--- config.mk ---
export PLATFORM = sky130hd
export DESIGN_NAME = rms_sequencer
export DESIGN_NICKNAME = d
export VERILOG_FILES = /design/src/shared/rms_pkg.sv /design/src/rms_timer_chain.sv /design/src/rms_sequencer.sv
export VERILOG_INCLUDE_DIRS = /design/src /design/src/shared
export SDC_FILE = /design/constraint.sdc
export NUM_CORES = 1
export LEC_CHECK = 0
export ABC_CLOCK_PERIOD_IN_PS = 5700
export BUFFER_PORTS_ARGS = -buffer_cell sky130_fd_sc_hd__clkbuf_2
export CORE_ASPECT_RATIO = 1.4
export CORE_UTILIZATION = 60
export DETAILED_ROUTE_END_ITERATION = 8
export GPL_TIMING_DRIVEN = 0
export PLACE_DENSITY_LB_ADDON = 0.08
export RECOVER_POWER = 25
export SLEW_MARGIN = 10
export SYNTH_ARGS = -nofsm -noshare
export SYNTH_HDL_FRONTEND = slang
export SYNTH_HIERARCHICAL = 1
export SYNTH_SLANG_ARGS = --single-unit
export TNS_END_PERCENT = 5
--- constraint.sdc ---
create_clock -name I_CLK -period 5.7 [get_ports I_CLK]
set_input_delay 0.285 -clock I_CLK [delete_from_list [all_inputs] [get_ports I_CLK]]
set_output_delay 0.285 -clock I_CLK [all_outputs]
set_load 0.02 [all_outputs]
--- src/shared/rms_defs.svh ---
// Constants for the radio mode sequencer.
`ifndef RMS_DEFS_SVH
`define RMS_DEFS_SVH
// ----------------------------------------------------------------------------
// Register map
// ----------------------------------------------------------------------------
`define RMS_ADDR_W        4
`define RMS_OFF_CTRL      4'h0
`define RMS_OFF_CFG       4'h1
`define RMS_OFF_TMR       4'h2
`define RMS_OFF_STATUS    4'h3
// Control word fields (write-one command bits).
`define RMS_CTRL_LAUNCH   0
`define RMS_CTRL_STOP     1
// Configuration word fields.
`define RMS_CFG_IDLE_LP   0
`define RMS_CFG_LP_CHOICE 1
`define RMS_CFG_IDLE_EXIT 2
`define RMS_CFG_TX_EXIT   3
`define RMS_CFG_START_LO  4
`define RMS_CFG_RX_LO     6
`define RMS_CFG_WAIT_LO   9
`define RMS_CFG_PKT_LO    11
`define RMS_CFG_RESET     14'h0000
// Timer word fields.
`define RMS_TMR_FIRST_STEP_LO  0
`define RMS_TMR_SECOND_STEP_LO 2
`define RMS_TMR_FIRST_MUL_LO   4
`define RMS_TMR_SECOND_MUL_LO  12
`define RMS_TMR_RESET      20'h00000
// ----------------------------------------------------------------------------
// Timing: step lengths in ns at a 25 ns clock period
// ----------------------------------------------------------------------------
`define RMS_CLK_NS        25
`define RMS_STEP1_NS      64000
`define RMS_STEP2_NS      4100000
`define RMS_STEP3_NS      262000000
`define RMS_STEP1_CYC     (`RMS_STEP1_NS / `RMS_CLK_NS)
`define RMS_STEP2_CYC     (`RMS_STEP2_NS / `RMS_CLK_NS)
`define RMS_STEP3_CYC     (`RMS_STEP3_NS / `RMS_CLK_NS)
`endif

--- src/shared/rms_pkg.sv ---
// Types for the radio mode sequencer.
package rms_pkg;
  typedef enum logic [2:0] {
    RMS_OFF, RMS_IDLE, RMS_TX, RMS_RX, RMS_PKT, RMS_WAIT_FIFO
  } rms_state_t;
  typedef enum logic [2:0] {
    RMS_MODE_SLEEP, RMS_MODE_STANDBY, RMS_MODE_TX, RMS_MODE_RX,
    RMS_MODE_SYNTH
  } rms_mode_t;
endpackage : rms_pkg

--- src/rms_timer_chain.sv ---
// Two chained interval timers producing alternating expiry pulses.
`timescale 1ns/1ps
`include "rms_defs.svh"
module rms_timer_chain
  import rms_pkg::*;
#(
  parameter int STEP1_CYC = `RMS_STEP1_CYC,
  parameter int STEP2_CYC = `RMS_STEP2_CYC,
  parameter int STEP3_CYC = `RMS_STEP3_CYC
) (
  input  wire logic       i_clk,
  input  wire logic       i_nrst,
  input  wire logic       i_restart,
  input  wire logic       i_stop,
  input  wire logic [1:0] i_first_step,
  input  wire logic [7:0] i_first_mul,
  input  wire logic [1:0] i_second_step,
  input  wire logic [7:0] i_second_mul,
  output logic            o_first_event,
  output logic            o_second_event
);
  logic        run_q,   run_d;
  logic        phase_q, phase_d;   // 0: timing first, 1: timing second.
  logic [23:0] pre_q,   pre_d;
  logic [7:0]  mul_q,   mul_d;
  logic        fev_q, fev_d, sev_q, sev_d;
  logic [1:0]  step;
  logic [7:0]  mul_lim;
  logic [23:0] pre_lim;

  assign step    = phase_q ? i_second_step : i_first_step;
  assign mul_lim = phase_q ? i_second_mul : i_first_mul;
  always_comb begin
    case (step)
      2'h1:    pre_lim = 24'(STEP1_CYC - 1);
      2'h2:    pre_lim = 24'(STEP2_CYC - 1);
      default: pre_lim = 24'(STEP3_CYC - 1);
    endcase
  end

  // A disabled or zero-length stage halts the chain, so cycling needs both
  // timers running.
  always_comb begin
    run_d = run_q; phase_d = phase_q; pre_d = pre_q; mul_d = mul_q;
    fev_d = 1'b0; sev_d = 1'b0;
    if (i_stop) begin
      run_d = 1'b0;
    end else if (i_restart) begin
      run_d = 1'b1; phase_d = 1'b0; pre_d = '0; mul_d = '0;
    end else if (run_q) begin
      if (step == 2'h0 || mul_lim == 8'h00) begin
        run_d = 1'b0;
      end else if (pre_q == pre_lim) begin
        pre_d = '0;
        if (mul_q == mul_lim - 8'h01) begin
          mul_d = '0;
          phase_d = ~phase_q;
          fev_d = ~phase_q;
          sev_d = phase_q;
        end else begin
          mul_d = mul_q + 8'h01;
        end
      end else begin
        pre_d = pre_q + 24'h000001;
      end
    end
  end

  always_ff @(posedge i_clk or negedge i_nrst) begin
    if (!i_nrst) begin
      run_q <= 1'b0; phase_q <= 1'b0; pre_q <= '0; mul_q <= '0;
      fev_q <= 1'b0; sev_q <= 1'b0;
    end else begin
      run_q <= run_d; phase_q <= phase_d; pre_q <= pre_d; mul_q <= mul_d;
      fev_q <= fev_d; sev_q <= sev_d;
    end
  end
  assign o_first_event  = fev_q;
  assign o_second_event = sev_q;
endmodule : rms_timer_chain

--- src/rms_sequencer.sv ---
// Radio mode sequencer top: registers, event sync and state machine.
// Functional notes
// - Idle holds standby when idle selector is 0, sleep when 1.
// - Launch routes: 00 low-power choice, 01 rx, 10 tx, 11 tx on level.
// - Low-power choice: 0 goes off at initial mode, 1 goes idle.
// - Mode at launch, sleep or standby, is kept as the initial mode.
// - Idle first timer to tx/rx; tx done to low-power choice/rx.
// - Rx exit code picks target and event; 000 and 111 do nothing.
// - Code 011 with failed check on payload and auto-discard off takes the timeout path.
// - Second timer in rx always goes to low-power choice.
// - Timeout exit: 00 rx restart, 01 tx, 10 low-power, 11 off.
// - Any of three receive timeouts counts as the timeout event.
// - Packet-held exit: off, tx on drained, low-power, synth rx, rx.
// - Two interval timers give events that drive transitions.
// - First timer fires step times multiplier after launch or second.
// - Second timer fires step times multiplier after first.
// - Timer chain runs whatever the state; cycling needs both on.
// - Launch only accepted in sleep or standby.
// - Stop forces the off state at any moment.
// - Idle reacts only to the first timer event.
`timescale 1ns/1ps
`include "rms_defs.svh"
module rms_sequencer
  import rms_pkg::*;
(
  input  wire logic                 I_CLK,
  input  wire logic                 I_NRST,
  input  wire logic [`RMS_ADDR_W-1:0] I_ADDR,
  input  wire logic [31:0]          I_WDATA,
  input  wire logic                 I_WR,
  input  wire logic                 I_RD,
  input  wire logic                 I_CHIP_SLEEP,
  input  wire logic                 I_CHIP_STANDBY,
  input  wire logic                 I_TX_DONE_FLAG,
  input  wire logic                 I_PAYLOAD_COMPLETE_FLAG,
  input  wire logic                 I_CHECK_PASSED_FLAG,
  input  wire logic                 I_CHECK_ENABLED,
  input  wire logic                 I_BAD_CHECK_AUTO_DISCARD,
  input  wire logic                 I_QUEUE_LEVEL_EVENT,
  input  wire logic                 I_QUEUE_DRAINED_EVENT,
  input  wire logic                 I_STRENGTH_EVENT,
  input  wire logic                 I_SYNC_MATCH_EVENT,
  input  wire logic                 I_PREAMBLE_FOUND_EVENT,
  input  wire logic                 I_STRENGTH_WAIT_EXPIRED,
  input  wire logic                 I_PREAMBLE_WAIT_EXPIRED,
  input  wire logic                 I_SYNC_WAIT_EXPIRED,
  input  wire logic                 I_FREQ_CHANGED,
  output logic [31:0]               O_RDATA,
  output logic [2:0]                O_MODE,
  output logic                      O_MODE_VALID,
  output logic                      O_RECEIVER_RERUN_STEP,
  output logic [2:0]                O_STATE
);
  // --------------------------------------------------------------------------
  // Event synchronisers
  // --------------------------------------------------------------------------
  // Event inputs come from the packet engine clock, so each is resynchronised.
  localparam int NEV = 16;
  logic [NEV-1:0] ev_raw, ev_s1_q, ev_s2_q, ev_s3_q, ev_rise;
  assign ev_raw = {I_FREQ_CHANGED, I_CHIP_STANDBY, I_CHIP_SLEEP,
                   I_SYNC_WAIT_EXPIRED, I_PREAMBLE_WAIT_EXPIRED,
                   I_STRENGTH_WAIT_EXPIRED, I_PREAMBLE_FOUND_EVENT,
                   I_SYNC_MATCH_EVENT, I_STRENGTH_EVENT,
                   I_QUEUE_DRAINED_EVENT, I_QUEUE_LEVEL_EVENT,
                   I_BAD_CHECK_AUTO_DISCARD, I_CHECK_ENABLED,
                   I_CHECK_PASSED_FLAG, I_PAYLOAD_COMPLETE_FLAG,
                   I_TX_DONE_FLAG};
  genvar g;
  generate
    for (g = 0; g < NEV; g++) begin : g_sync
      always_ff @(posedge I_CLK or negedge I_NRST) begin
        if (!I_NRST) begin
          ev_s1_q[g] <= 1'b0;
          ev_s2_q[g] <= 1'b0;
          ev_s3_q[g] <= 1'b0;
        end else begin
          ev_s1_q[g] <= ev_raw[g];
          ev_s2_q[g] <= ev_s1_q[g];
          ev_s3_q[g] <= ev_s2_q[g];
        end
      end
      assign ev_rise[g] = ev_s2_q[g] & ~ev_s3_q[g];
    end
  endgenerate
  logic e_txd, e_pay, e_crc, e_lvl, e_drn, e_rssi, e_sync, e_pre, e_tmo;
  logic chk_en, auto_disc, in_sleep, in_stby, freq_chg;
  assign e_txd  = ev_rise[0];
  assign e_pay  = ev_rise[1];
  assign e_crc  = ev_rise[2];
  assign chk_en = ev_s2_q[3];
  assign auto_disc = ev_s2_q[4];
  assign e_lvl  = ev_rise[5];
  assign e_drn  = ev_rise[6];
  assign e_rssi = ev_rise[7];
  assign e_sync = ev_rise[8];
  assign e_pre  = ev_rise[9];
  assign e_tmo  = |ev_rise[12:10];
  assign in_sleep = ev_s2_q[13];
  assign in_stby  = ev_s2_q[14];
  assign freq_chg = ev_s2_q[15];

  // --------------------------------------------------------------------------
  // Register file
  // --------------------------------------------------------------------------
  logic [13:0] cfg_q, cfg_d;
  logic [19:0] tmr_q, tmr_d;
  logic [31:0] rdata_q, rdata_d;
  logic        launch_cmd, stop_cmd;
  logic        init_sleep_q, init_sleep_d;

  assign launch_cmd = I_WR && I_ADDR == `RMS_OFF_CTRL
                      && I_WDATA[`RMS_CTRL_LAUNCH];
  assign stop_cmd   = I_WR && I_ADDR == `RMS_OFF_CTRL
                      && I_WDATA[`RMS_CTRL_STOP];

  logic       cf_idle_lp, cf_lp_choice, cf_idle_exit, cf_tx_exit;
  logic [1:0] cf_start, cf_wait;
  logic [2:0] cf_rx, cf_pkt;
  assign cf_idle_lp   = cfg_q[`RMS_CFG_IDLE_LP];
  assign cf_lp_choice = cfg_q[`RMS_CFG_LP_CHOICE];
  assign cf_idle_exit = cfg_q[`RMS_CFG_IDLE_EXIT];
  assign cf_tx_exit   = cfg_q[`RMS_CFG_TX_EXIT];
  assign cf_start     = cfg_q[`RMS_CFG_START_LO +: 2];
  assign cf_rx        = cfg_q[`RMS_CFG_RX_LO +: 3];
  assign cf_wait      = cfg_q[`RMS_CFG_WAIT_LO +: 2];
  assign cf_pkt       = cfg_q[`RMS_CFG_PKT_LO +: 3];

  rms_state_t state_q, state_d;

  always_comb begin
    cfg_d = cfg_q;
    tmr_d = tmr_q;
    rdata_d = 32'h00000000;
    if (I_WR && I_ADDR == `RMS_OFF_CFG) cfg_d = I_WDATA[13:0];
    if (I_WR && I_ADDR == `RMS_OFF_TMR) tmr_d = I_WDATA[19:0];
    if (I_RD) begin
      case (I_ADDR)
        `RMS_OFF_CFG:    rdata_d = {18'h00000, cfg_q};
        `RMS_OFF_TMR:    rdata_d = {12'h000, tmr_q};
        `RMS_OFF_STATUS: rdata_d = {28'h0000000, init_sleep_q, state_q};
        default:         rdata_d = 32'h00000000;
      endcase
    end
  end

  // --------------------------------------------------------------------------
  // Timer chain
  // --------------------------------------------------------------------------
  logic first_ev, second_ev, launch_ok;
  assign launch_ok = launch_cmd && state_q == RMS_OFF
                     && (in_sleep || in_stby);
  rms_timer_chain u_timers (
    .i_clk      (I_CLK),
    .i_nrst     (I_NRST),
    .i_restart  (launch_ok),
    .i_stop     (stop_cmd),
    .i_first_step   (tmr_q[`RMS_TMR_FIRST_STEP_LO +: 2]),
    .i_first_mul    (tmr_q[`RMS_TMR_FIRST_MUL_LO +: 8]),
    .i_second_step  (tmr_q[`RMS_TMR_SECOND_STEP_LO +: 2]),
    .i_second_mul   (tmr_q[`RMS_TMR_SECOND_MUL_LO +: 8]),
    .o_first_event  (first_ev),
    .o_second_event (second_ev)
  );

  // --------------------------------------------------------------------------
  // Sequencer state machine
  // --------------------------------------------------------------------------
  // The timeout path resolves in the same cycle; the packet-held and queue-wait
  // states are held in the register like the stable ones.
  function automatic rms_state_t lp_target(input logic choice);
    lp_target = choice ? RMS_IDLE : RMS_OFF;
  endfunction

  logic       rerun_q, rerun_d;
  logic [2:0] mode_q, mode_d;
  logic       valid_q, valid_d;
  logic       wait_path;

  always_comb begin
    state_d = state_q;
    init_sleep_d = init_sleep_q;
    rerun_d = 1'b0;
    wait_path = 1'b0;
    case (state_q)
      RMS_OFF: begin
        if (launch_ok) begin
          init_sleep_d = in_sleep;
          case (cf_start)
            2'h0:    state_d = lp_target(cf_lp_choice);
            2'h1:    state_d = RMS_RX;
            2'h2:    state_d = RMS_TX;
            default: state_d = RMS_WAIT_FIFO;
          endcase
        end
      end
      RMS_WAIT_FIFO: if (e_lvl) state_d = RMS_TX;
      RMS_IDLE: begin
        if (first_ev) state_d = cf_idle_exit ? RMS_RX : RMS_TX;
      end
      RMS_TX: begin
        if (e_txd) state_d = cf_tx_exit ? RMS_RX
                                        : lp_target(cf_lp_choice);
      end
      RMS_RX: begin
        if (second_ev) begin
          state_d = lp_target(cf_lp_choice);
        end else begin
          case (cf_rx)
            3'h1: if (e_pay) state_d = RMS_PKT;
            3'h2: if (e_pay) state_d = lp_target(cf_lp_choice);
            3'h3: begin
              if (e_crc) state_d = RMS_PKT;
              else if (e_pay && chk_en && !auto_disc)
                wait_path = 1'b1;
            end
            3'h4: if (e_rssi) state_d = RMS_OFF;
            3'h5: if (e_sync) state_d = RMS_OFF;
            3'h6: if (e_pre) state_d = RMS_OFF;
            default: state_d = state_q;
          endcase
          if (e_tmo) wait_path = 1'b1;
          if (wait_path) begin
            case (cf_wait)
              2'h0: begin
                state_d = RMS_RX;
                rerun_d = 1'b1;
              end
              2'h1:    state_d = RMS_TX;
              2'h2:    state_d = lp_target(cf_lp_choice);
              default: state_d = RMS_OFF;
            endcase
          end
        end
      end
      RMS_PKT: begin
        case (cf_pkt)
          3'h0: state_d = RMS_OFF;
          3'h1: if (e_drn) state_d = RMS_TX;
          3'h2: state_d = lp_target(cf_lp_choice);
          3'h3: if (freq_chg) state_d = RMS_RX;
          3'h4: state_d = RMS_RX;
          default: state_d = state_q;
        endcase
      end
      default: state_d = RMS_OFF;
    endcase
    if (stop_cmd) state_d = RMS_OFF;
  end

  // Chip mode request follows the next state so it lines up with O_STATE.
  always_comb begin
    valid_d = state_d != RMS_OFF;
    case (state_d)
      // The next configuration is used so a write made while idle moves
      // the requested mode in the same cycle as the stored selector.
      RMS_IDLE: mode_d = cfg_d[`RMS_CFG_IDLE_LP] ? RMS_MODE_SLEEP
                                                 : RMS_MODE_STANDBY;
      RMS_TX:   mode_d = RMS_MODE_TX;
      RMS_RX:   mode_d = (state_q == RMS_PKT && cf_pkt == 3'h3)
                         ? RMS_MODE_SYNTH : RMS_MODE_RX;
      RMS_PKT:  mode_d = RMS_MODE_RX;
      default:  mode_d = init_sleep_d ? RMS_MODE_SLEEP
                                      : RMS_MODE_STANDBY;
    endcase
  end

  always_ff @(posedge I_CLK or negedge I_NRST) begin
    if (!I_NRST) begin
      state_q      <= RMS_OFF;
      init_sleep_q <= 1'b0;
      cfg_q        <= `RMS_CFG_RESET;
      tmr_q        <= `RMS_TMR_RESET;
      rdata_q      <= 32'h00000000;
      rerun_q      <= 1'b0;
      mode_q       <= RMS_MODE_STANDBY;
      valid_q      <= 1'b0;
    end else begin
      state_q      <= state_d;
      init_sleep_q <= init_sleep_d;
      cfg_q        <= cfg_d;
      tmr_q        <= tmr_d;
      rdata_q      <= rdata_d;
      rerun_q      <= rerun_d;
      mode_q       <= mode_d;
      valid_q      <= valid_d;
    end
  end

  assign O_RDATA               = rdata_q;
  assign O_MODE                = mode_q;
  assign O_MODE_VALID          = valid_q;
  assign O_RECEIVER_RERUN_STEP = rerun_q;
  assign O_STATE               = state_q;

  // --------------------------------------------------------------------------
  // Assertions
  // --------------------------------------------------------------------------
  property p_stop_off;
    @(posedge I_CLK) disable iff (!I_NRST)
      stop_cmd |=> state_q == RMS_OFF;
  endproperty
  a_stop_off: assert property (p_stop_off)
    else $error("stop did not force off");

  property p_idle_mode;
    @(posedge I_CLK) disable iff (!I_NRST)
      state_q == RMS_IDLE |-> O_MODE == (cf_idle_lp ? 3'(RMS_MODE_SLEEP)
                                        : 3'(RMS_MODE_STANDBY));
  endproperty
  a_idle_mode: assert property (p_idle_mode)
    else $error("idle mode wrong");

  property p_launch_gate;
    @(posedge I_CLK) disable iff (!I_NRST)
      (state_q == RMS_OFF && !launch_ok && !$past(stop_cmd))
        |=> $stable(init_sleep_q);
  endproperty
  a_launch_gate: assert property (p_launch_gate)
    else $error("initial mode changed without launch");

  property p_rx_second;
    @(posedge I_CLK) disable iff (!I_NRST)
      (state_q == RMS_RX && second_ev && !stop_cmd)
        |=> state_q == (cf_lp_choice ? RMS_IDLE : RMS_OFF);
  endproperty
  a_rx_second: assert property (p_rx_second)
    else $error("second timer in rx ignored");

  property p_idle_only_first;
    @(posedge I_CLK) disable iff (!I_NRST)
      (state_q == RMS_IDLE && !first_ev && !stop_cmd)
        |=> state_q == RMS_IDLE;
  endproperty
  a_idle_only_first: assert property (p_idle_only_first)
    else $error("idle left without first timer");

  property p_tx_done;
    @(posedge I_CLK) disable iff (!I_NRST)
      (state_q == RMS_TX && e_txd && cf_tx_exit && !stop_cmd)
        |=> state_q == RMS_RX ##0 O_MODE == 3'(RMS_MODE_RX);
  endproperty
  a_tx_done: assert property (p_tx_done)
    else $error("tx done exit wrong");

  property p_rerun;
    @(posedge I_CLK) disable iff (!I_NRST)
      (state_q == RMS_RX && e_tmo && !second_ev && cf_wait == 2'h0
       && !stop_cmd)
        |=> O_RECEIVER_RERUN_STEP ##1 !O_RECEIVER_RERUN_STEP;
  endproperty
  a_rerun: assert property (p_rerun)
    else $error("receiver rerun pulse wrong");

  property p_off_no_mode;
    @(posedge I_CLK) disable iff (!I_NRST)
      state_q == RMS_OFF |-> !O_MODE_VALID;
  endproperty
  a_off_no_mode: assert property (p_off_no_mode)
    else $error("mode valid while off");
endmodule : rms_sequencer

==> results.json <==
{
  "violations": "capacitance limit, slew limit",
  "dieHeight_um": 126.3,
  "grt_pass1_vias": 4954,
  "yosys.area.top_type": "dfrtp_1",
  "drtAntennaViolNets": 0,
  "met3_length_um": 553,
  "async_flop_share_pct": 100.0,
  "wl_met1_mm": 5.831,
  "cp-end-kind": "flip-flop",
  "io_buffers": 70,
  "grt_max_degree": 107,
  "whs_ns": 0.09112,
  "finalMaxSlewViolations": 37,
  "path_clk_slew_ns": 0.06,
  "synth_warnings": 6,
  "syn_area_sq_um": 6625,
  "synth_top_area_share_pct": 53.26,
  "fp.dieW_um": 90.81,
  "outcome": "finished with violations",
  "worstPathRequired_ns": 6.00,
  "power.share.combinational_pct": 15.5,
  "diodes": 0,
  "r2r_start": "u_timers/phase_q$_DFFE_PN0P_",
  "timing.fmax_mhz": 291.4,
  "synth_common_cells": "dfrtp_1 (141), nor2_1 (67), mux2_2 (38)",
  "critical_path_arrival_ns": 3.73,
  "htreeDepth": 4,
  "synthToLayoutAreaGrowth_pct": 21.34,
  "yosysSeqAreaShare_pct": 53.65,
  "min_period_ns": 3.431,
  "synth-edff-count": 0,
  "fin_ws_ns": 2.269,
  "globalRouteTotalUtil_pct": 28.06,
  "relSlewSlack_pct": -36.51,
  "seqPwrFrac_pct": 42.6,
  "tightestPinTransition_ns": 2.048,
  "grt_first_pass_wirelength_mm": 24.76,
  "dpl-instance-area_sq_um": 7229,
  "core.rowCount": 45,
  "ys_ff_latch": 142,
  "synth_ff_type": "dfrtp_1",
  "cts_buffer_depth": 2,
  "route.detailed.drc": 0,
  "routed.top_layer": "met4",
  "dp_slack_ns": 2.253,
  "setup_tns_ns": 0,
  "cp-start-kind": "flip-flop",
  "intPower_mw": 2.124,
  "drv_cap": 1,
  "core_area_sq_um": 10810,
  "cts-buffers-inserted": 17,
  "ys_types": 77,
  "fin_skew_ns": 0.009979,
  "critPathLaunch": "u_timers/phase_q$_DFFE_PN0P_",
  "overflow": 0,
  "synth_area_leaders": "dfrtp_1 (53%), mux2_2 (6.5%), nor2_1 (3.8%), xor2_1 (2.5%), buf_4 (1.9%)",
  "clock_power_share_pct": 41.8,
  "synth.avg_cell_area_sq_um": 11.44,
  "power_leakage_nw": 3.803,
  "hpwlAfterDp_mm": 10.24,
  "syn_inst": 579,
  "hold_violations": 0,
  "postCtsSetupBuffers": 0,
  "dr.pass1.iters": 5,
  "worstSetupPathType": "reg2reg",
  "final_net_count": 762,
  "power_switching_uw": 750.1,
  "hold_start": "I_WDATA[17]",
  "yosys.cell_count.top_type": "dfrtp_1",
  "viasPerCell": 5.667,
  "root_buffer": "clkbuf_16",
  "routed_wl_mm": 14.94,
  "finalCritPeriodShare_pct": 60.20,
  "routedWlPerCell_um": 17.55,
  "cts.sinks": 142,
  "vias": 4823,
  "finalSetupViolations": 0,
  "drive_gt1_share_pct": 26.76,
  "pin_count": 96,
  "switching_share_pct": 26.10,
  "design.die.area_sq_um": 11470,
  "p_per_area_nw_per_um2": 357.5,
  "start_util_pct": 61.28,
  "grt_antenna_before_repair": 0,
  "peakVddDrop_v": 0.0002017,
  "drt_iter0_drc": 284,
  "worstSkewPairLatency_ns": 0.42,
  "critPathMaxFanout": 10,
  "met2_length_mm": 8.317,
  "final_area_sq_um": 8039,
  "gp_congestion": 0.8275,
  "cts_tree": "done",
  "hp-class": "in2reg",
  "grt_setup_unrepaired": "no"
}
[sequential cells by signal, indices dropped and copies added (netlist names), 3 cells and up]
signal	flops
O_MODE	3
O_RDATA	20
O_STATE	3
cfg_q	14
ev_s1_q	16
ev_s2_q	11
ev_s3_q	11
tmr_q	20
u_timers/mul_q	8
u_timers/pre_q	24
[worst paths after layout]
| check | end | slack, ns | cells after the start |
|---|---|---|---|
| max | u_timers/pre_q[11]$_DFFE_PN0P_ | 2.27 | 11 |
| min | tmr_q[17]$_DFFE_PN0P_ | 0.09 | 2 |
| max reg2reg | u_timers/pre_q[11]$_DFFE_PN0P_ | 2.27 | 11 |
| min reg2reg | in_sleep$_DFF_PN0_ | 0.35 | 0 |
| max in group asynchronous | tmr_q[13]$_DFFE_PN0P_ | 3.39 | 3 |
| min in group asynchronous | ev_s2_q[9]$_DFF_PN0_ | 0.99 | 2 |
[area by class of cell]
class,count,area (sq um)
buffer,33,255.2
clock buffer,22,464.2
clock inverter,10,185.2
fill,790,2771
inverter,19,71.32
multi-input combinational,396,2785
sequential,142,3555
tap,141,176.4
timing repair buffer,88,546.8
[placed cells by master, fill, tap and decap left out, types with 4 or more instances in the layout]
master,n
o21ai_0,15
bufinv_16,5
and3_1,8
a21o_1,4
nand4_1,9
ha_1,9
and2_1,7
nand3_1,14
nor3b_1,6
nor2b_1,10
nor3_1,9
a21oi_1,18
mux2_2,38
xor2_1,19
dlygate4sd3_1,17
clkbuf_2,70
clkbuf_1,11
a22oi_1,15
clkbuf_16,17
conb_1,12
nand2b_1,7
a31oi_1,4
xnor2_1,11
o31ai_1,5
inv_1,19
or3_1,6
buf_4,17
mux2i_1,12
nor2_1,67
a22o_1,4
nor4b_1,5
nand2_1,25
clkbuf_8,4
dfrtp_1,141
[power by group through the flow]
stage / logic [mW] / registers [mW] / clock network [mW]
CTS: 0.445 / 1.22 / 1.22
detailed placement: 0.429 / 1.24 / 0
finish: 0.446 / 1.23 / 1.20
floorplan: 0.301 / 1.22 / 0
global route: 0.495 / 1.24 / 1.26
global placement: 0.411 / 1.23 / 0
[critical path, stage by stage (launching register included)]
cell,delay (ns)
dfrtp_1,0.32
buf_4,0.14
buf_6,0.14
buf_4,0.20
mux2i_1,0.34
ha_1,0.31
or4_4,0.55
a2111oi_4,0.49
a41o_2,0.38
buf_6,0.18
buf_4,0.19
nor2_1,0.07
[layer usage]
layer | up-vias | GRT usage, %
met5 | - | 0
li1 | 2264 | -
met1 | 2428 | 31.98
met2 | 113 | 51.78
met4 | 0 | 9.244
met3 | 18 | 6.355
[per-stage QoR]
stage	power, mW	utilization [%]	instances
after floorplan	1.518	-	590
after global placement	1.641	66.54	801
after detailed placement	1.665	66.88	802
after CTS	2.888	74.46	851
after global routing	2.993	74.36	851
final	2.874	74.36	851
[cells by family (layout without fill, tap and decap cells)]
group / Yosys count / count (layout) / share of synthesized area [%]
buffers and inverters: 52 / 172 / 4.929
other: 1 / 12 / 0.05660
DFF: 142 / 142 / 53.65
AOI/OAI and AO/OA: 98 / 98 / 10.88
adders and majority gates: 9 / 9 / 1.700
and+or+nand+nor: 197 / 197 / 16.54
muxes: 50 / 50 / 8.272
xor gates and xnor gates: 30 / 30 / 3.966
[timing repair]
| action | CTS | global route |
|---|---|---|
| gates resized for setup | 0 | 0 |
| setup endpoints to repair | 0 | 0 |
| hold buffers | 17 | 0 |
| endpoints found under the hold margin | 52 | 0 |
(Power assumes the default switching activity.)
